File: src/design/scr_pkg.sv
// Function
// - watermark holds 17 minus occupancy, resets 0xC
// - bit 4 enables expansion bus timeouts
// - bit 12 fixes io controller endian, bit 13
// - bit 14 fixes slot zero endian, bit 15
// - bit 16 fixes slot one endian, bit 17
// - 20-bit watchdog counts refresh bursts, resets zero
// - enabled watchdog wrap resets the whole machine
// - any write to clear location zeroes watchdog
// - identity read-only, revision in bits 3:0
// - identity bit 4 reports eisa presence pin
// - timebase advances every prescale plus one clocks
// - timebase adds step field, step resets 1
// - prom port drives select, clock, data out
// - prom port bit 4 returns prom data in
// - system endian from first prom bit at power-up
// - refresh timer counts down, reloads preload 0x0C30
// - refresh timer value readable in bits 15:0
package scr_pkg;
   // register byte addresses
   localparam logic [7:0] SCR_CTRL_ADR  = 8'h00;
   localparam logic [7:0] SCR_WDT_ADR   = 8'h04;
   localparam logic [7:0] SCR_WCLR_ADR  = 8'h08;
   localparam logic [7:0] SCR_ID_ADR    = 8'h0C;
   localparam logic [7:0] SCR_DIV_ADR   = 8'h10;
   localparam logic [7:0] SCR_PROM_ADR  = 8'h14;
   localparam logic [7:0] SCR_PRE_ADR   = 8'h18;
   localparam logic [7:0] SCR_RCNT_ADR  = 8'h1C;
   localparam logic [7:0] SCR_TB_ADR    = 8'h20;
   // writable field masks and reset values
   localparam logic [31:0] SCR_CTRL_MSK = 32'h0003_F01F;
   localparam logic [31:0] SCR_CTRL_RST = 32'h0000_000C;
   localparam logic [31:0] SCR_DIV_MSK  = 32'h0000_FFFF;
   localparam logic [31:0] SCR_DIV_RST  = 32'h0000_0104;
   localparam logic [31:0] SCR_PROM_MSK = 32'h0000_000E;
   localparam logic [31:0] SCR_PROM_RST = 32'h0000_0000;
   localparam logic [31:0] SCR_PRE_MSK  = 32'h0000_FFFF;
   localparam logic [31:0] SCR_PRE_RST  = 32'h0000_0C30;
   // field positions
   localparam int SCR_WM_LSB = 0, SCR_WM_W = 4, SCR_ABORT_BIT = 4;
   localparam int SCR_IOFX = 12, SCR_IOLE = 13, SCR_S0FX = 14;
   localparam int SCR_S0LE = 15, SCR_S1FX = 16, SCR_S1LE = 17;
   localparam int SCR_WDT_W = 20, SCR_REV_W = 4, SCR_EISA_BIT = 4;
   localparam int SCR_DIV_LSB = 0, SCR_INC_LSB = 8, SCR_PS_W = 8;
   localparam int SCR_CS_BIT = 1, SCR_SCK_BIT = 2, SCR_SO_BIT = 3;
   localparam int SCR_SI_BIT = 4, SCR_REF_W = 16, SCR_TB_W = 32;
   localparam logic [4:0] SCR_FIFO_SPAN = 5'h11;  // seventeen
   // revision code, arbitrary value
   localparam logic [3:0] SCR_REVISION = 4'h7;
   // expansion bus timeout length in cycles
   localparam logic [11:0] SCR_TMO_CYC = 12'h0_3FF;
   // one per byte lane: old value with lanes and fields replaced
   function automatic logic [31:0] scr_merge(input logic [31:0] old_v,
      input logic [31:0] new_v, input logic [3:0] sel, input logic [31:0] fmsk);
      logic [31:0] m;
      m = {{8{sel[3]}}, {8{sel[2]}}, {8{sel[1]}}, {8{sel[0]}}} & fmsk;
      return (old_v & ~m) | (new_v & m);
   endfunction
endpackage

File: src/design/scr_bus_if.sv
`timescale 1ns/1ps
// register access path between bus adapter and register bank
interface scr_bus_if;
   logic        wr_stb;  // one-cycle write commit
   logic [7:0]  adr;     // aligned byte address
   logic [31:0] wdata;   // write data
   logic [3:0]  sel;     // byte lanes
   logic [31:0] rdata;   // read data for adr, zero when unmapped
   modport adapter (output wr_stb, output adr, output wdata, output sel,
                    input rdata);
   modport bank (input wr_stb, input adr, input wdata, input sel,
                 output rdata);
endinterface

File: src/design/scr_regs.sv
`timescale 1ns/1ps
// system control register group: cpu control, watchdog, identity,
// timebase, configuration prom port and refresh interval timer
module scr_regs
   import scr_pkg::*;
(
   // clock and reset
   input  wire logic        clk_sys,
   input  wire logic        rst_b,
   // wishbone register bus
   input  wire logic        wb_cyc_i,
   input  wire logic        wb_stb_i,
   input  wire logic        wb_we_i,
   input  wire logic [7:0]  wb_adr_i,
   input  wire logic [3:0]  wb_sel_i,
   input  wire logic [31:0] wb_dat_i,
   output logic      [31:0] wb_dat_o,
   output logic             wb_ack_o,
   // command fifo flow control
   input  wire logic [4:0]  cmd_fifo_level,
   output logic             cpu_wr_ready_q,
   // expansion bus access watch
   input  wire logic        exp_access_pend,
   output logic             exp_abort_q,
   // dma endian selection
   output logic             sys_little_q,
   output logic             io_ctrl_little_q,
   output logic             slot0_little_q,
   output logic             slot1_little_q,
   // watchdog
   input  wire logic        wdt_enable,
   output logic             machine_reset_q,
   // identity
   input  wire logic        eisa_present_b,
   // timebase
   output logic      [31:0] timebase_q,
   // configuration prom
   input  wire logic        boot_sck,
   input  wire logic        prom_di,
   output logic             prom_cs_q,
   output logic             prom_sck_q,
   output logic             prom_do_q,
   // refresh
   output logic             refresh_req_q
);
   // register access path
   scr_bus_if bus ();

   // bus adapter owns ack and read data flops
   scr_wb_slave u_wb (
      .clk_sys  (clk_sys),
      .rst_b    (rst_b),
      .wb_cyc_i (wb_cyc_i),
      .wb_stb_i (wb_stb_i),
      .wb_we_i  (wb_we_i),
      .wb_adr_i (wb_adr_i),
      .wb_sel_i (wb_sel_i),
      .wb_dat_i (wb_dat_i),
      .wb_dat_o (wb_dat_o),
      .wb_ack_o (wb_ack_o),
      .bus      (bus.adapter)
   );

   // ---------------- storage ----------------
   logic [31:0]           ctrl_q, ctrl_d;   // cpu control one
   logic [31:0]           div_q, div_d;     // timebase prescale and step
   logic [31:0]           prom_q, prom_d;   // prom port drive bits
   logic [31:0]           pre_q, pre_d;     // refresh preload
   logic [SCR_WDT_W-1:0]  wdt_q, wdt_d;     // watchdog count
   logic [SCR_REF_W-1:0]  rcnt_q, rcnt_d;   // refresh interval count
   logic [SCR_PS_W-1:0]   ps_q, ps_d;       // prescale phase
   logic [SCR_TB_W-1:0]   tb_d;             // timebase next
   logic [11:0]           tmo_q, tmo_d;     // expansion timeout count
   logic                  eisa_q;           // registered presence
   logic                  bsck_q;           // boot clock last level
   logic                  endian_done_q;    // first prom bit taken

   // ---------------- write decode ----------------
   logic wr_ctrl, wr_div, wr_prom, wr_pre, wr_wclr;
   assign wr_ctrl = bus.wr_stb & (bus.adr == SCR_CTRL_ADR);
   assign wr_div  = bus.wr_stb & (bus.adr == SCR_DIV_ADR);
   assign wr_prom = bus.wr_stb & (bus.adr == SCR_PROM_ADR);
   assign wr_pre  = bus.wr_stb & (bus.adr == SCR_PRE_ADR);
   // count location and clear location both clear, data ignored
   assign wr_wclr = bus.wr_stb & ((bus.adr == SCR_WCLR_ADR)
                                 | (bus.adr == SCR_WDT_ADR));

   // only the documented field bits can be stored
   assign ctrl_d = wr_ctrl ? scr_merge(ctrl_q, bus.wdata, bus.sel,
                                       SCR_CTRL_MSK) : ctrl_q;
   assign div_d  = wr_div ? scr_merge(div_q, bus.wdata, bus.sel,
                                      SCR_DIV_MSK) : div_q;
   // data-in bit is outside the mask, so writes to it are dropped
   assign prom_d = wr_prom ? scr_merge(prom_q, bus.wdata, bus.sel,
                                       SCR_PROM_MSK) : prom_q;
   assign pre_d  = wr_pre ? scr_merge(pre_q, bus.wdata, bus.sel,
                                      SCR_PRE_MSK) : pre_q;

   // ---------------- control fields ----------------
   logic [SCR_WM_W-1:0] wm;        // watermark field
   logic [4:0]          fifo_max;  // largest allowed occupancy
   logic                abort_en;  // expansion timeout enable
   assign wm       = ctrl_q[SCR_WM_LSB +: SCR_WM_W];
   assign fifo_max = SCR_FIFO_SPAN - {1'b0, wm};
   assign abort_en = ctrl_q[SCR_ABORT_BIT];

   // ---------------- refresh interval timer ----------------
   logic ref_zero;  // timer at zero this cycle
   assign ref_zero = (rcnt_q == '0);
   // reload on zero, otherwise step down once per clock
   assign rcnt_d = ref_zero ? pre_q[SCR_REF_W-1:0]
                            : rcnt_q - 16'h0001;

   // ---------------- watchdog ----------------
   logic wdt_wrap;  // count about to roll over to zero
   assign wdt_wrap = ref_zero & (wdt_q == '1);
   // clear beats the advance so a timely clear never resets the machine
   assign wdt_d = wr_wclr  ? '0
                : ref_zero ? wdt_q + 20'h0_0001
                : wdt_q;

   // ---------------- timebase ----------------
   logic ps_hit;  // prescale period complete
   // compare with >= so a smaller new divider cannot strand the phase
   assign ps_hit = (ps_q >= div_q[SCR_DIV_LSB +: SCR_PS_W]);
   assign ps_d   = ps_hit ? '0 : ps_q + 8'h01;
   assign tb_d   = ps_hit ? timebase_q
                   + {24'h00_0000, div_q[SCR_INC_LSB +: SCR_PS_W]}
                 : timebase_q;

   // ---------------- expansion bus timeout ----------------
   logic tmo_hit;  // pending access ran the full time
   assign tmo_hit = abort_en & exp_access_pend & (tmo_q == SCR_TMO_CYC);
   // with timeouts disabled the counter is held and never fires
   assign tmo_d = (!abort_en || !exp_access_pend || tmo_hit) ? '0
                : tmo_q + 12'h001;

   // ---------------- endian selection ----------------
   logic sys_le_d, bsck_rise;
   assign bsck_rise = boot_sck & ~bsck_q;
   // latch data on the first prom clock rise after each reset only
   assign sys_le_d = (bsck_rise & ~endian_done_q) ? prom_di
                   : sys_little_q;

   // ---------------- read mux ----------------
   logic [31:0] id_val, rd_val;
   assign id_val = {27'h000_0000, eisa_q, SCR_REVISION};
   // unmapped addresses and reserved bits read as zero
   assign rd_val =
        (bus.adr == SCR_CTRL_ADR) ? ctrl_q
      : (bus.adr == SCR_WDT_ADR)  ? {12'h000, wdt_q}
      : (bus.adr == SCR_ID_ADR)   ? id_val
      : (bus.adr == SCR_DIV_ADR)  ? div_q
      : (bus.adr == SCR_PROM_ADR) ? (prom_q
                                   | ({31'h0000_0000, prom_di} << SCR_SI_BIT))
      : (bus.adr == SCR_PRE_ADR)  ? pre_q
      : (bus.adr == SCR_RCNT_ADR) ? {16'h0000, rcnt_q}
      : (bus.adr == SCR_TB_ADR)   ? timebase_q
      : 32'h0000_0000;
   assign bus.rdata = rd_val;

   // ---------------- software registers ----------------
   // control fields reset to documented values
   always_ff @(posedge clk_sys or negedge rst_b) begin
      if (!rst_b) begin
         ctrl_q <= SCR_CTRL_RST;
         div_q  <= SCR_DIV_RST;
         prom_q <= SCR_PROM_RST;
         pre_q  <= SCR_PRE_RST;
      end else begin
         ctrl_q <= ctrl_d;
         div_q  <= div_d;
         prom_q <= prom_d;
         pre_q  <= pre_d;
      end
   end

   // ---------------- counters ----------------
   // refresh timer starts from the preload reset value
   always_ff @(posedge clk_sys or negedge rst_b) begin
      if (!rst_b) begin
         rcnt_q     <= SCR_PRE_RST[SCR_REF_W-1:0];
         wdt_q      <= '0;
         ps_q       <= '0;
         timebase_q <= '0;
         tmo_q      <= '0;
      end else begin
         rcnt_q     <= rcnt_d;
         wdt_q      <= wdt_d;
         ps_q       <= ps_d;
         timebase_q <= tb_d;
         tmo_q      <= tmo_d;
      end
   end

   // ---------------- event outputs ----------------
   // one-cycle pulses: refresh burst, machine reset, bus abort
   always_ff @(posedge clk_sys or negedge rst_b) begin
      if (!rst_b) begin
         refresh_req_q   <= 1'b0;
         machine_reset_q <= 1'b0;
         exp_abort_q     <= 1'b0;
      end else begin
         refresh_req_q   <= ref_zero;
         // a clear in the same cycle cancels the wrap
         machine_reset_q <= wdt_enable & wdt_wrap & ~wr_wclr;
         exp_abort_q     <= tmo_hit;
      end
   end

   // ---------------- flow control ----------------
   // ready falls once occupancy reaches the programmed maximum
   always_ff @(posedge clk_sys or negedge rst_b) begin
      if (!rst_b) begin
         cpu_wr_ready_q <= 1'b0;
      end else begin
         cpu_wr_ready_q <= ({1'b0, cmd_fifo_level} < {1'b0, fifo_max});
      end
   end

   // ---------------- endian outputs ----------------
   // per agent: fixed mode bit when its override is set, else system
   always_ff @(posedge clk_sys or negedge rst_b) begin
      if (!rst_b) begin
         sys_little_q     <= 1'b0;
         io_ctrl_little_q <= 1'b0;
         slot0_little_q   <= 1'b0;
         slot1_little_q   <= 1'b0;
      end else begin
         sys_little_q     <= sys_le_d;
         io_ctrl_little_q <= ctrl_q[SCR_IOFX] ? ctrl_q[SCR_IOLE]
                                              : sys_little_q;
         slot0_little_q   <= ctrl_q[SCR_S0FX] ? ctrl_q[SCR_S0LE]
                                              : sys_little_q;
         slot1_little_q   <= ctrl_q[SCR_S1FX] ? ctrl_q[SCR_S1LE]
                                              : sys_little_q;
      end
   end

   // ---------------- boot prom capture ----------------
   // the catch happens once; later prom traffic by software is ignored
   always_ff @(posedge clk_sys or negedge rst_b) begin
      if (!rst_b) begin
         bsck_q        <= 1'b0;
         endian_done_q <= 1'b0;
      end else begin
         bsck_q <= boot_sck;
         if (bsck_rise) begin
            endian_done_q <= 1'b1;
         end
      end
   end

   // ---------------- pins ----------------
   // prom pins follow the written bits directly; no sequencing here
   always_ff @(posedge clk_sys or negedge rst_b) begin
      if (!rst_b) begin
         prom_cs_q  <= 1'b0;
         prom_sck_q <= 1'b0;
         prom_do_q  <= 1'b0;
         eisa_q     <= 1'b0;
      end else begin
         prom_cs_q  <= prom_d[SCR_CS_BIT];
         prom_sck_q <= prom_d[SCR_SCK_BIT];
         prom_do_q  <= prom_d[SCR_SO_BIT];
         eisa_q     <= ~eisa_present_b;
      end
   end

endmodule // scr_regs

File: src/design/scr_wb_slave.sv
`timescale 1ns/1ps
// classic wishbone slave: ack one cycle after request, dropped next cycle
module scr_wb_slave
   import scr_pkg::*;
(
   // clock and reset
   input  wire logic        clk_sys,
   input  wire logic        rst_b,
   // wishbone
   input  wire logic        wb_cyc_i,
   input  wire logic        wb_stb_i,
   input  wire logic        wb_we_i,
   input  wire logic [7:0]  wb_adr_i,
   input  wire logic [3:0]  wb_sel_i,
   input  wire logic [31:0] wb_dat_i,
   output logic      [31:0] wb_dat_o,
   output logic             wb_ack_o,
   // register side
   scr_bus_if.adapter       bus
);
   logic        req;     // fresh request, not yet answered
   logic        ack_d;
   logic [31:0] dat_d;

   // a request is answered once; the ack cycle blocks a second answer
   assign req   = wb_cyc_i & wb_stb_i & ~wb_ack_o;
   assign ack_d = req;
   assign dat_d = (req & ~wb_we_i) ? bus.rdata : 32'h0000_0000;
   // write lands on the edge where the master samples ack
   assign bus.wr_stb = wb_cyc_i & wb_stb_i & wb_we_i & wb_ack_o;
   assign bus.adr    = {wb_adr_i[7:2], 2'b00};
   assign bus.wdata  = wb_dat_i;
   assign bus.sel    = wb_sel_i;

   // ack and read data flops
   always_ff @(posedge clk_sys or negedge rst_b) begin
      if (!rst_b) begin
         wb_ack_o <= 1'b0;
         wb_dat_o <= 32'h0000_0000;
      end else begin
         wb_ack_o <= ack_d;
         wb_dat_o <= dat_d;
      end
   end
endmodule // scr_wb_slave

File: config.mk
export PLATFORM = sky130hd
export DESIGN_NAME = scr_regs
export DESIGN_NICKNAME = d
export VERILOG_FILES = /design/src/design/scr_pkg.sv /design/src/design/scr_bus_if.sv /design/src/design/scr_regs.sv /design/src/design/scr_wb_slave.sv
export SDC_FILE = /design/constraint.sdc
export NUM_CORES = 1
export LEC_CHECK = 0
export BUFFER_PORTS_ARGS = -buffer_cell sky130_fd_sc_hd__buf_2
export CORE_ASPECT_RATIO = 2
export CORE_UTILIZATION = 44
export CTS_CLUSTER_SIZE = 16
export DETAILED_ROUTE_END_ITERATION = 8
export PLACE_DENSITY = 0.74
export SLEW_MARGIN = 20
export SYNTH_ARGS = -nofsm -noshare
export SYNTH_HDL_FRONTEND = slang
export SYNTH_SLANG_ARGS = --single-unit
File: constraint.sdc
create_clock -name clk_sys -period 2.4 [get_ports clk_sys]
set_clock_uncertainty 0.1 [all_clocks]
set_input_delay 0.24 -clock clk_sys [delete_from_list [all_inputs] [get_ports clk_sys]]
set_output_delay 0.24 -clock clk_sys [all_outputs]
set_load 0.005 [all_outputs]
# Word-level counts from Yosys, hierarchy flattened

Index checks and enable logic that the tools add are counted.

Add/subtract/negate cells: 6
Multiply operators: 0
Div/mod/pow operators: 0
Magnitude comparators: 2
Equal/unequal tests: 10
Shift operators: 0
Mux-type cells: 18
Bitwise gates (word level): 39
Reductions and logical operators: 7

Operators by type and width:

| operator                                                             | count |
|---|---|
| 32-bit 2-to-1 mux                                                    | 9 |
| 32-bit bitwise AND                                                   | 4 |
| 32-bit OR                                                            | 4 |
| 20-bit 2-to-1 mux                                                    | 2 |
| 32-bit by 8-bit adder with 32-bit output                             | 1 |
| 32-bit by 16-bit bitwise AND with 32-bit output                      | 1 |
| 32-bit by 18-bit bitwise AND with 32-bit output                      | 1 |
| 32-bit by 4-bit bitwise AND with 32-bit output                       | 1 |
| 16-bit inverter with 32-bit output                                   | 1 |
| 18-bit inverter with 32-bit output                                   | 1 |
| 4-bit inverter with 32-bit output                                    | 1 |
| 32-bit by 5-bit OR with 32-bit output                                | 1 |
| 6-bit by 3-bit == test with 1-bit output, second input constant      | 4 |
| 20-bit by 1-bit adder with 20-bit output, second input constant      | 1 |
| 20-bit == test, second input constant                                | 1 |
| 1-bit bitwise AND                                                    | 17 |
| 16-bit zero test                                                     | 1 |
| 16-bit 2-to-1 mux                                                    | 1 |
| 16-bit by 1-bit subtractor with 16-bit output, second input constant | 1 |
| 12-bit by 1-bit adder with 12-bit output, second input constant      | 1 |
| 12-bit by 10-bit == test with 1-bit output, second input constant    | 1 |
| 6-bit by 2-bit == test with 1-bit output, second input constant      | 2 |
| 12-bit 2-to-1 mux                                                    | 1 |
| 8-bit by 1-bit adder with 8-bit output, second input constant        | 1 |
| 14 further kinds                                                     | 23 |

Register bits: 263
Latch bits: 0
Memory bits (writable): 0
ROM bits: 0
Input bits: 59
Output and inout bits: 76
Logic and storage cells: 108
Memories kept: 0

# Longest topological paths before layout

Gate-level depths: netlist of run 1.

Depth after elaboration: 10
Depth in mapped cells: 9

# By module

Synthesis of run 1 repeated with hierarchy kept, for this count alone.

Cells, all modules: 902
Area, all modules: 9401.5 um^2

Modules (own cells, without submodules):

| module       | instances | cells an instance | area an instance (um^2) | seq. area each (um^2) |
|---|---|---|---|---|
| scr_regs     | 1         | 784               | 7967.6                  | 3643.5 |
| scr_wb_slave | 1         | 118               | 1433.9                  | 825.8 |

# Worst setup path before layout of run 1

Ideal clock, no wire load.

Kind: reg2reg
Start point: reg with a tool-made name
End point: reg timebase_q[6]
Library setup time: 0.125 ns
Arrival: 2.279 ns
Path slack: -0.104 ns
Cell stages (with the launch flop): 10
Clock period less this slack: 2.504 ns
Cells stage by stage: dfstp_2 > inv_1 > ha_1 > a21o_1 > a31oi_1 > o21a_1 > buf_2 > nor2_1 > clkbuf_1 > mux2_2

RTL lines:

| item                   | line            | text |
|---|---|---|
| end signal: assignment | scr_regs.sv:191 | `timebase_q <= tb_d;` |
| end: declaration       | scr_regs.sv:36  | `output logic [31:0] timebase_q,` |

# Worst setup path in the final report of run 1

Start point: reg rcnt_q[12]
End point: reg wdt_q[16]

Word-level cells in the longest chain between the ends: 2

RTL lines:

| item                                | line            | text |
|---|---|---|
| start: declaration                  | scr_regs.sv:70  | `logic [SCR_REF_W-1:0] rcnt_q, rcnt_d;` |
| start signal: assignment            | scr_regs.sv:182 | `rcnt_q <= SCR_PRE_RST[SCR_REF_W-1:0];` |
| start signal: assignment            | scr_regs.sv:188 | `rcnt_q <= rcnt_d;` |
| 16-bit zero test                    | scr_regs.sv:109 | `assign ref_zero = (rcnt_q == '0);` |
| 2-bit nonzero test (no source line) | n/a             |  |
| end signal: assignment              | scr_regs.sv:189 | `wdt_q <= wdt_d;` |
| end: declaration                    | scr_regs.sv:69  | `logic [SCR_WDT_W-1:0] wdt_q, wdt_d;` |

No other way between the ends.
A chain may end at the register's enable or synchronous reset.

==> run_results.csv, run 1 <==
group,metric,value,unit
layout,synthesis_to_layout_area_growth,26.2,%
layout,layout_commonest_cell,"dfrtp_1",
timing,finalMaxSlewViolations,0,
yosys,synth_ff_type,"dfrtp_1",
routing,wirelength,24500,um
setup_path,timing.critical_path.to_type,"flop",
clocking,cts.htree.levels,4,
power_and_ir_drop,seq_power_share,46.6,%
min_path,hp-class,"in -> reg",
yosys,synth_nets,905,
timing,fin_ws,0.00900,ns
setup_path,critPathKind,"reg -> reg",
setup_path,crit_arrival,2.67,ns
global_routing,first_pass_grt_wire_length,37900,um
layout,layout-drive-gt1-share,30.5,%
yosys,synth_edf_count,0,
yosys,synth-seq-cells,178,
routing,drc,0,
clocking,cts.clk_slew.worst_paths,0.07,ns
floorplanning,start_util,45.1,%
clocking,clock-sinks,178,
timing,finalSetupViolations,0,
routing,route.detailed.wl_per_inst,18.9,um
power_and_ir_drop,comb_power_share,16.5,%
placement,finalWeightedCongestion,0.927,
setup_path,worst_setup_path_start_kind,"flop",
global_routing,first_global_vias,7463,
routing,route.antenna.remaining_nets,0,
global_routing,antenna_found_initial,0,
placement,post-place-ws,-0.201,ns
power_and_ir_drop,vdd_drop_max,420,uV
yosys,yosysWarnings,0,
setup_path,path_cells,"or4_4 -> nor3b_4 -> nand4_1 -> buf_6 -> or3_2 -> a21oi_2",
floorplanning,boundaryPins,135,
timing,max-slew-margin-rel,47.2,%
layout,finish.net_count,1106,
timing,post-route-period-util,99.6,%
power_and_ir_drop,power_frac_clock,37.0,%
floorplanning,die_h,202,um
layout,layout.cells.most_common_list,"dfrtp_1 (166), buf_2 (117), buf_4 (67)",
floorplanning,coreArea,19500,um^2
setup_path,r2r_start,"rcnt_q[12]",
power_and_ir_drop,power.density,678,nW/um^2
clocking,cts_root_buffer,"clkbuf_16",
setup_path,crit_family,"simple AND/OR/NAND/NOR gates",
routing,num_vias,7296,
yosys,syn-cell-area,8770,um^2
yosys,synth_seq_area_share,50.9,%
placement,hpwl,18100,um
layout,diodes,0,
min_path,start_point_of_the_worst_hold_path,"wb_dat_i[2]",
floorplanning,die_width,102,um
setup_path,critPathMaxStageDelay,0.56,ns
routing,drt_iter0_markers,420,
timing,worst_hold_check_slack,0.0104,ns
power_and_ir_drop,switching_share,27.9,%
global_routing,grtUsageTotal,24.9,%
clocking,numCtsBuffers,17,
power_and_ir_drop,p_leak,5.44,nW
setup_path,cp_depth,6,
setup_path,crit_required,2.68,ns
timing,max_freq,418,MHz
routing,detail_route.first_pass.iterations,6,
yosys,post_synth_inst_count,819,
floorplanning,floorplan.die_area,20500,um^2
timing,finalSetupTns,0,ns
timing,setup_repair_after_global_routing_missed_its_margin,"true",
global_routing,globalRouteOverflowTotal,0,
clocking,max-clock-path-buffers,2,
clocking,cts_tree,"done",
power_and_ir_drop,power_switching,2.09,mW
power_and_ir_drop,power_report.internal_total,5.42,mW
layout,final_core_util,56.9,%
setup_path,worst-path-max-fanout,6,
yosys,synth_area_per_cell,10.7,um^2
global_routing,grt_max_degree,63,
flow_run,cap_violations,0,
placement,io_buffers,117,
floorplanning,placement_rows,72,
setup_path,rr_endpoint,"wdt_q[16]",
timing,hold_viol_final,0,
min_path,min_path_cells,2,
status,status,"finished, final reports clean",
setup_path,crit_buf_inv,1,
yosys,synth.distinct_cells,61,
timing,finalWorstPathRequiredPeriod,2.39,ns
setup_path,timing.reg2reg.setup_slack,0.009,ns
layout,n_fill_cell,1669,
yosys,async_reset_ff_share,100,%
setup_path,worstRegToRegCells,6,
timing,worst_slew_pin_slew,0.771,ns
setup_path,timing.critical_path.slowest_stage_cell,"or4_4",
clocking,clock_latency,0.45,ns
routing,via_per_inst,5.65,
[worst max-delay path by stage]
stage,endpoint,start
floorplan,timebase_q[6],flop
global placement,u_wb.wb_dat_o[0],wb_adr_i[5]
detailed placement,u_wb.wb_dat_o[0],wb_adr_i[5]
CTS,wdt_q[10],rcnt_q[12]
global route,wdt_q[16],rcnt_q[12]
finish,wdt_q[16],rcnt_q[12]
[metrics by stage]
step / cell area (um^2) / total power [mW] / std cells
floorplan: 8770 / 4.09 / 819
global placement: 10100 / 4.66 / 1226
detailed placement: 10100 / 4.70 / 1226
CTS: 11000 / 7.53 / 1287
global route: 11100 / 7.82 / 1292
finish: 11100 / 7.51 / 1292
[area by class of cell]
class                      count  area (um^2)  area share [%]
clock inverter                13          151            1.37
clock buffer                  19          433            3.91
sequential                   178         4470            40.4
inverter                      23         86.3           0.780
timing repair buffer         217         1460            13.2
multi-input combinational    583         4140            37.4
tap                          259          324            2.93
[power groups by stage]
| stage | Sequential (mW) | Clock [mW] | Combinational, mW |
|---|---|---|---|
| after floorplan | 3.51 | 0 | 0.579 |
| after global placement | 3.52 | 0 | 1.14 |
| after detailed placement | 3.53 | 0 | 1.16 |
| after CTS | 3.48 | 2.82 | 1.22 |
| after global routing | 3.52 | 2.94 | 1.36 |
| final | 3.50 | 2.78 | 1.24 |
[worst register-to-register path: cells and delay by family (launching register included)]
kind	cells	cell delay, ns
AO/OA/AOI/OAI	1	0.15
flip-flops	1	0.38
AND/OR/NAND/NOR	4	1.48
buffers and inverters	1	0.20
[Yosys cell counts (5+ instances only)]
library cell,number,area share (%)
a21o_1,6,0.51
a21oi_1,34,1.9
a221oi_1,7,0.70
a222oi_1,9,1.0
and2_1,6,0.43
and3_1,26,1.9
buf_1,6,0.26
buf_2,6,0.34
clkbuf_1,22,0.94
dfrtp_1,166,47
dfstp_2,12,3.6
ha_1,26,3.7
inv_1,22,0.94
mux2_2,59,7.6
mux2i_1,12,1.4
nand2_1,59,2.5
nand2b_1,9,0.64
nand3_1,34,1.9
nand4_1,12,0.86
nor2_1,61,2.6
nor3_1,11,0.63
nor3b_1,5,0.43
nor4_1,21,1.5
nor4b_1,5,0.50
o211a_1,5,0.57
o21a_1,6,0.51
o21ai_0,42,2.4
or3_1,13,0.93
xnor2_1,22,2.2
xor2_1,44,4.4
[metal layers]
metal	part of all wire, %	GRT usage (%)
met5	0	0
met3	4.8	5.04
met1	36	25.8
met4	6.8	17.1
met2	53	43.8
[cells by family (layout without fill, tap and decap cells)]
| logic type | Yosys count | count (layout) | synth area share (%) |
|---|---|---|---|
| multiplexers | 71 | 71 | 8.94 |
| buffers and inverters | 58 | 272 | 2.58 |
| XOR/XNOR | 66 | 66 | 6.59 |
| AO/OA/AOI/OAI | 137 | 137 | 10.1 |
| adder cells (fa/ha/maj) | 27 | 27 | 3.94 |
| flip-flops | 178 | 178 | 50.9 |
| AND/OR/NAND/NOR | 282 | 282 | 16.9 |
[what timing repair did]
action                                  in CTS  in global routing
hold buffers                                25                  0
pin swaps                                    3                  5
gates resized for setup                      1                 19
hold endpoints to repair                    90                  0
endpoints found under the setup margin       1                 30
cloned                                       0                  1
setup buffers                                4                  4
(Power assumes the default switching activity.)
==> run 2: changes to the inputs <==
--- a/config.mk
+++ b/config.mk
@@ -5,13 +5,12 @@
 export SDC_FILE = /design/constraint.sdc
 export NUM_CORES = 1
 export LEC_CHECK = 0
-export BUFFER_PORTS_ARGS = -buffer_cell sky130_fd_sc_hd__buf_2
 export CORE_ASPECT_RATIO = 2
 export CORE_UTILIZATION = 44
 export CTS_CLUSTER_SIZE = 16
 export DETAILED_ROUTE_END_ITERATION = 8
-export PLACE_DENSITY = 0.74
-export SLEW_MARGIN = 20
+export DONT_BUFFER_PORTS = 1
+export PLACE_DENSITY = 0.68
 export SYNTH_ARGS = -nofsm -noshare
 export SYNTH_HDL_FRONTEND = slang
 export SYNTH_SLANG_ARGS = --single-unit
==> run 2 against run 1 <==
  * The flow now finishes with violations (hold timing)
  * Wire length shrank 2.3%
  * Worst hold slack lost 0.63 ns
  * Sequential cell count is the same
  * Utilization shrank 3.6 points
  * Register-to-register slack gained 0.02 ns
  * Sequential share of layout area grew 2.7 points
  * Die area is the same
  * Clock power grew 3%
  * Via count shrank 7.3%
  * Critical path depth is the same
  * Largest power group unchanged
==> run_results.csv, run 2 (synthesis results as in run 1) <==
group,metric,value,unit
status,status,"complete, but fails checks",
status,failed_checks,"hold timing",
setup_path,setup.worst_path.start,"rcnt_q[13]",
routing,route.detailed.wl_per_inst,20.6,um
power_and_ir_drop,power.density,714,nW/um^2
routing,route.antenna.remaining_nets,0,
timing,finalSetupTns,0,ns
layout,post-route-cell-area,10400,um^2
clocking,cts_root_buffer,"clkbuf_16",
layout,n_fill_cell,1735,
setup_path,timing.critical_path.to_type,"flop",
timing,finalSetupViolations,0,
timing,finalMaxSlewViolations,0,
routing,wirelength,23900,um
layout,synthesis_to_layout_area_growth,18.2,%
layout,final_core_util,53.3,%
floorplanning,placement_rows,72,
clocking,clock-sinks,178,
layout,layout.cells.most_common_list,"dfrtp_1 (166), nor2_1 (60), mux2_2 (59)",
placement,hpwl,17600,um
layout,finish.net_count,970,
setup_path,worstRegToRegCells,6,
routing,detail_route.first_pass.iterations,6,
global_routing,first_global_vias,6979,
power_and_ir_drop,p_total,7.40,mW
setup_path,end_point_of_the_critical_path,"wdt_q[16]",
global_routing,globalRouteOverflowTotal,0,
routing,drc,0,
setup_path,r2r_start,"rcnt_q[13]",
global_routing,first_pass_grt_wire_length,37400,um
global_routing,grt_max_degree,179,
layout,final_cell_count_no_fill,1158,
setup_path,timing.reg2reg.setup_slack,0.03,ns
min_path,hp-class,"in -> async",
setup_path,crit_arrival,2.66,ns
flow_run,cap_violations,0,
layout,layout-drive-gt1-share,20.0,%
placement,finalWeightedCongestion,0.866,
clocking,cts.htree.levels,4,
clocking,numCtsBuffers,17,
setup_path,worst_setup_path_start_kind,"flop",
setup_path,worst-path-max-fanout,10,
power_and_ir_drop,vdd_drop_max,448,uV
timing,max_freq,422,MHz
floorplanning,floorplan.die_area,20500,um^2
timing,finalWorstPathRequiredPeriod,2.37,ns
timing,worst_hold_check_slack,-0.624,ns
setup_path,rr_endpoint,"wdt_q[16]",
floorplanning,boundaryPins,135,
timing,worst_slew_pin_slew,0.767,ns
setup_path,crit_required,2.69,ns
clocking,max-clock-path-buffers,2,
power_and_ir_drop,p_leak,4.77,nW
routing,num_vias,6761,
timing,hold_viol_final,178,
routing,drt_iter0_markers,425,
floorplanning,die_h,202,um
clocking,cts.clk_slew.worst_paths,0.07,ns
clocking,cts_tree,"done",
placement,post-place-ws,-0.225,ns
placement,io_buffers,0,
timing,fin_ws,0.0291,ns
clocking,postCtsHoldBufs,28,
timing,post-route-period-util,98.8,%
placement,dpl_cell_area,9360,um^2
placement,post-place-cells,1091,
floorplanning,die_width,102,um
timing,max-slew-margin-rel,47.6,%
clocking,clock_latency,0.46,ns
floorplanning,start_util,45.1,%
layout,layout_commonest_cell,"dfrtp_1",
floorplanning,coreArea,19500,um^2
routing,via_per_inst,5.84,
setup_path,critPathKind,"reg -> reg",
timing,setup_repair_after_global_routing_missed_its_margin,"true",
global_routing,antenna_found_initial,1,
global_routing,grtUsageTotal,24.8,%
[run 2: changes by cell type in the layout (fill, tap and decap cells not counted), moves of 2 or more]
cell / change
buf_2: -117
buf_4: -19
nor4_1: -5
nor4_2: +5
buf_6: -3
clkinv_4: -3
dlygate4sd3_1: +3
inv_6: +3
diode_2: +2
[run 2: worst max-delay path, cell delays in order, from the launching register on]
cell and delay (ns):
dfrtp_1 0.40, or4_4 0.57, nor3b_4 0.30, nand4_1 0.17
buf_6 0.17, or3_2 0.44, a21oi_1 0.14
[run 2: worst min path at each step]
stage | startpoint | cells past startpoint | to
3_5_place_dp | rst_b | 0 | bsck_q
3_3_place_gp | rst_b | 0 | machine_reset_q
5_1_grt | rst_b | 0 | bsck_q
6_report | rst_b | 0 | machine_reset_q
4_1_cts | rst_b | 0 | rcnt_q[12]
2_1_floorplan | rst_b | 0 | asynchronous set/reset pin
[run 2: repair_timing]
action | 4_1_cts | 5_1_grt
setup endpoints to repair | 1 | 31
pin swaps | 0 | 4
cloned | 0 | 0
hold endpoints to repair | 234 | 178
resized for setup | 1 | 18
setup buffers | 0 | 5
[run 2: final cells by class]
cell class / count / area (um^2) / share of cell area [%]
inverters: 23 / 86.3 / 0.832
clock inverters: 14 / 170 / 1.64
repair buffers: 81 / 732 / 7.06
well taps: 259 / 324 / 3.12
diodes: 2 / 5.00 / 0.0483
multi-input cells: 583 / 4160 / 40.1
flip-flops and latches: 178 / 4470 / 43.1
clock buffers: 18 / 429 / 4.14
[run 2: report_power, final]
part / internal [mW] / switching, mW / total, mW
registers: 3.25 / 0.254 / 3.50
clock network: 1.57 / 1.30 / 2.87
logic: 0.522 / 0.510 / 1.03
total: 5.34 / 2.06 / 7.40
[run 2: per-layer routing]
metal / vias to the layer above / GRT usage [%] / wire length (um)
li1: 3081 / - / -
met1: 3362 / 25.1 / 8240
met2: 226 / 42.4 / 12500
met3: 92 / 7.50 / 1540
met4: 0 / 16.8 / 1590
met5: - / 0 / 0
==> run 3: changes to the inputs <==
--- a/config.mk
+++ b/config.mk
@@ -10,7 +10,7 @@
 export CTS_CLUSTER_SIZE = 16
 export DETAILED_ROUTE_END_ITERATION = 8
 export DONT_BUFFER_PORTS = 1
-export PLACE_DENSITY = 0.68
+export PLACE_DENSITY = 0.66
 export SYNTH_ARGS = -nofsm -noshare
 export SYNTH_HDL_FRONTEND = slang
 export SYNTH_SLANG_ARGS = --single-unit
==> constraint.sdc (replaced) <==
create_clock -name clk_sys -period 2.2 [get_ports clk_sys]
set_clock_uncertainty 0.1 [all_clocks]
set_input_delay 0.22 -clock clk_sys [delete_from_list [all_inputs] [get_ports clk_sys]]
set_output_delay 0.22 -clock clk_sys [all_outputs]
set_load 0.005 [all_outputs]
==> run 3 against run 2 <==
  * The run ends with hold timing, setup timing left
  * Non-clock buffer count rose by 61
  * Combinational power rose by 42%
  * Design area rose by 9.8%
  * Highest routed layer unchanged
==> run_results.csv, run 3 (synthesis results as in run 1) <==
group,metric,value,unit
status,status,"complete, but fails checks",
status,failed_checks,"hold timing, setup timing",
power_and_ir_drop,p_leak,5.19,nW
routing,detail_route.first_pass.iterations,5,
floorplanning,die_width,102,um
routing,route.detailed.wl_per_inst,21.2,um
clocking,cts.clk_slew.worst_paths,0.07,ns
placement,hpwl,18100,um
timing,worst_hold_check_slack,-0.638,ns
setup_path,crit_required,2.46,ns
layout,layout_commonest_cell,"dfrtp_1",
clocking,numCtsBuffers,17,
routing,wirelength,25900,um
timing,max_freq,423,MHz
clocking,max-clock-path-buffers,2,
global_routing,first_pass_grt_wire_length,39100,um
floorplanning,die_h,202,um
floorplanning,boundaryPins,135,
layout,final_core_util,58.5,%
placement,dpl_cell_area,9770,um^2
floorplanning,floorplan.die_area,20500,um^2
layout,post-route-cell-area,11400,um^2
setup_path,end_point_of_the_critical_path,"timebase_q[19]",
power_and_ir_drop,power.density,744,nW/um^2
clocking,cts_root_buffer,"clkbuf_16",
setup_path,worst_setup_path_start_kind,"flop",
layout,layout-drive-gt1-share,28.2,%
timing,finalMaxSlewViolations,0,
power_and_ir_drop,vdd_drop_max,587,uV
routing,drt_iter0_markers,515,
global_routing,grtUsageTotal,25.9,%
timing,finalWorstPathRequiredPeriod,2.36,ns
setup_path,critPathKind,"reg -> reg",
placement,finalWeightedCongestion,0.903,
routing,via_per_inst,5.74,
routing,route.antenna.remaining_nets,0,
floorplanning,start_util,45.1,%
placement,post-place-cells,1141,
timing,max-slew-margin-rel,43.4,%
timing,post-route-period-util,107,%
power_and_ir_drop,p_total,8.47,mW
timing,hold_viol_final,178,
setup_path,crit_arrival,2.63,ns
clocking,cts.htree.levels,4,
timing,finalSetupViolations,11,
placement,io_buffers,0,
placement,post-place-ws,-0.314,ns
routing,drc,0,
global_routing,antenna_found_initial,2,
timing,worst_slew_pin_slew,0.827,ns
layout,layout.cells.most_common_list,"dfrtp_1 (166), buf_4 (95), nor2_1 (59)",
flow_run,cap_violations,0,
clocking,clock-sinks,178,
global_routing,globalRouteOverflowTotal,0,
layout,synthesis_to_layout_area_growth,29.8,%
layout,finish.net_count,1033,
setup_path,worstRegToRegCells,9,
setup_path,rr_endpoint,"timebase_q[19]",
timing,fin_ws,-0.164,ns
timing,setup_repair_after_global_routing_missed_its_margin,"true",
floorplanning,placement_rows,72,
routing,num_vias,7010,
clocking,clock_latency,0.45,ns
clocking,postCtsHoldBufs,30,
global_routing,first_global_vias,7322,
setup_path,timing.critical_path.to_type,"flop",
setup_path,timing.reg2reg.setup_slack,-0.16,ns
setup_path,worst-path-max-fanout,6,
clocking,cts_tree,"done",
floorplanning,coreArea,19500,um^2
global_routing,grt_max_degree,179,
min_path,hp-class,"in -> async",
timing,finalSetupTns,-0.382,ns
layout,final_cell_count_no_fill,1222,
[run 3: repair_timing]
action                                  4_1_cts  5_1_grt
setup buffers                                 5        7
cloned                                        2        2
gates resized for setup                      29       56
endpoints found under the setup margin       38       47
endpoints found under the hold margin       236      178
pin swaps                                     9       28
[run 3: final cells by class]
class	instances	area, um^2
antenna	3	7.51
clock buffer	24	472
clock inverter	8	153
fill	1619	8070
inverter	23	86.3
multi-input combinational	585	4580
sequential	178	4470
tap	259	324
timing repair buffer	142	1300
[run 3: routing by layer]
metal	GRT usage (%)	part of all wire, %
met4	19.4	6.7
met3	6.18	4.7
met5	0	0
met2	45.5	55
met1	25.5	34
[run 3: worst min-delay path by stage]
stage | start | to
floorplan | rst_b | asynchronous set/reset pin
finish | rst_b | timebase_q[16]
detailed placement | rst_b | u_wb.wb_dat_o[31]
global placement | rst_b | u_wb.wb_dat_o[31]
CTS | rst_b | u_wb.wb_dat_o[31]
global route | rst_b | timebase_q[16]
[run 3: worst max-delay path: stages (launching register included)]
cell	delay (ns)
dfstp_2	0.54
inv_2	0.05
ha_4	0.26
a21o_1	0.10
a31oi_1	0.04
o21a_2	0.27
buf_12	0.17
buf_8	0.14
nor4_1	0.40
xor2_1	0.22
[run 3: report_power, final]
group | switching, mW | internal (mW) | leakage, nW
logic | 0.705 | 0.752 | 2.50
registers | 0.226 | 3.55 | 2.39
clock network | 1.28 | 1.97 | 0.295
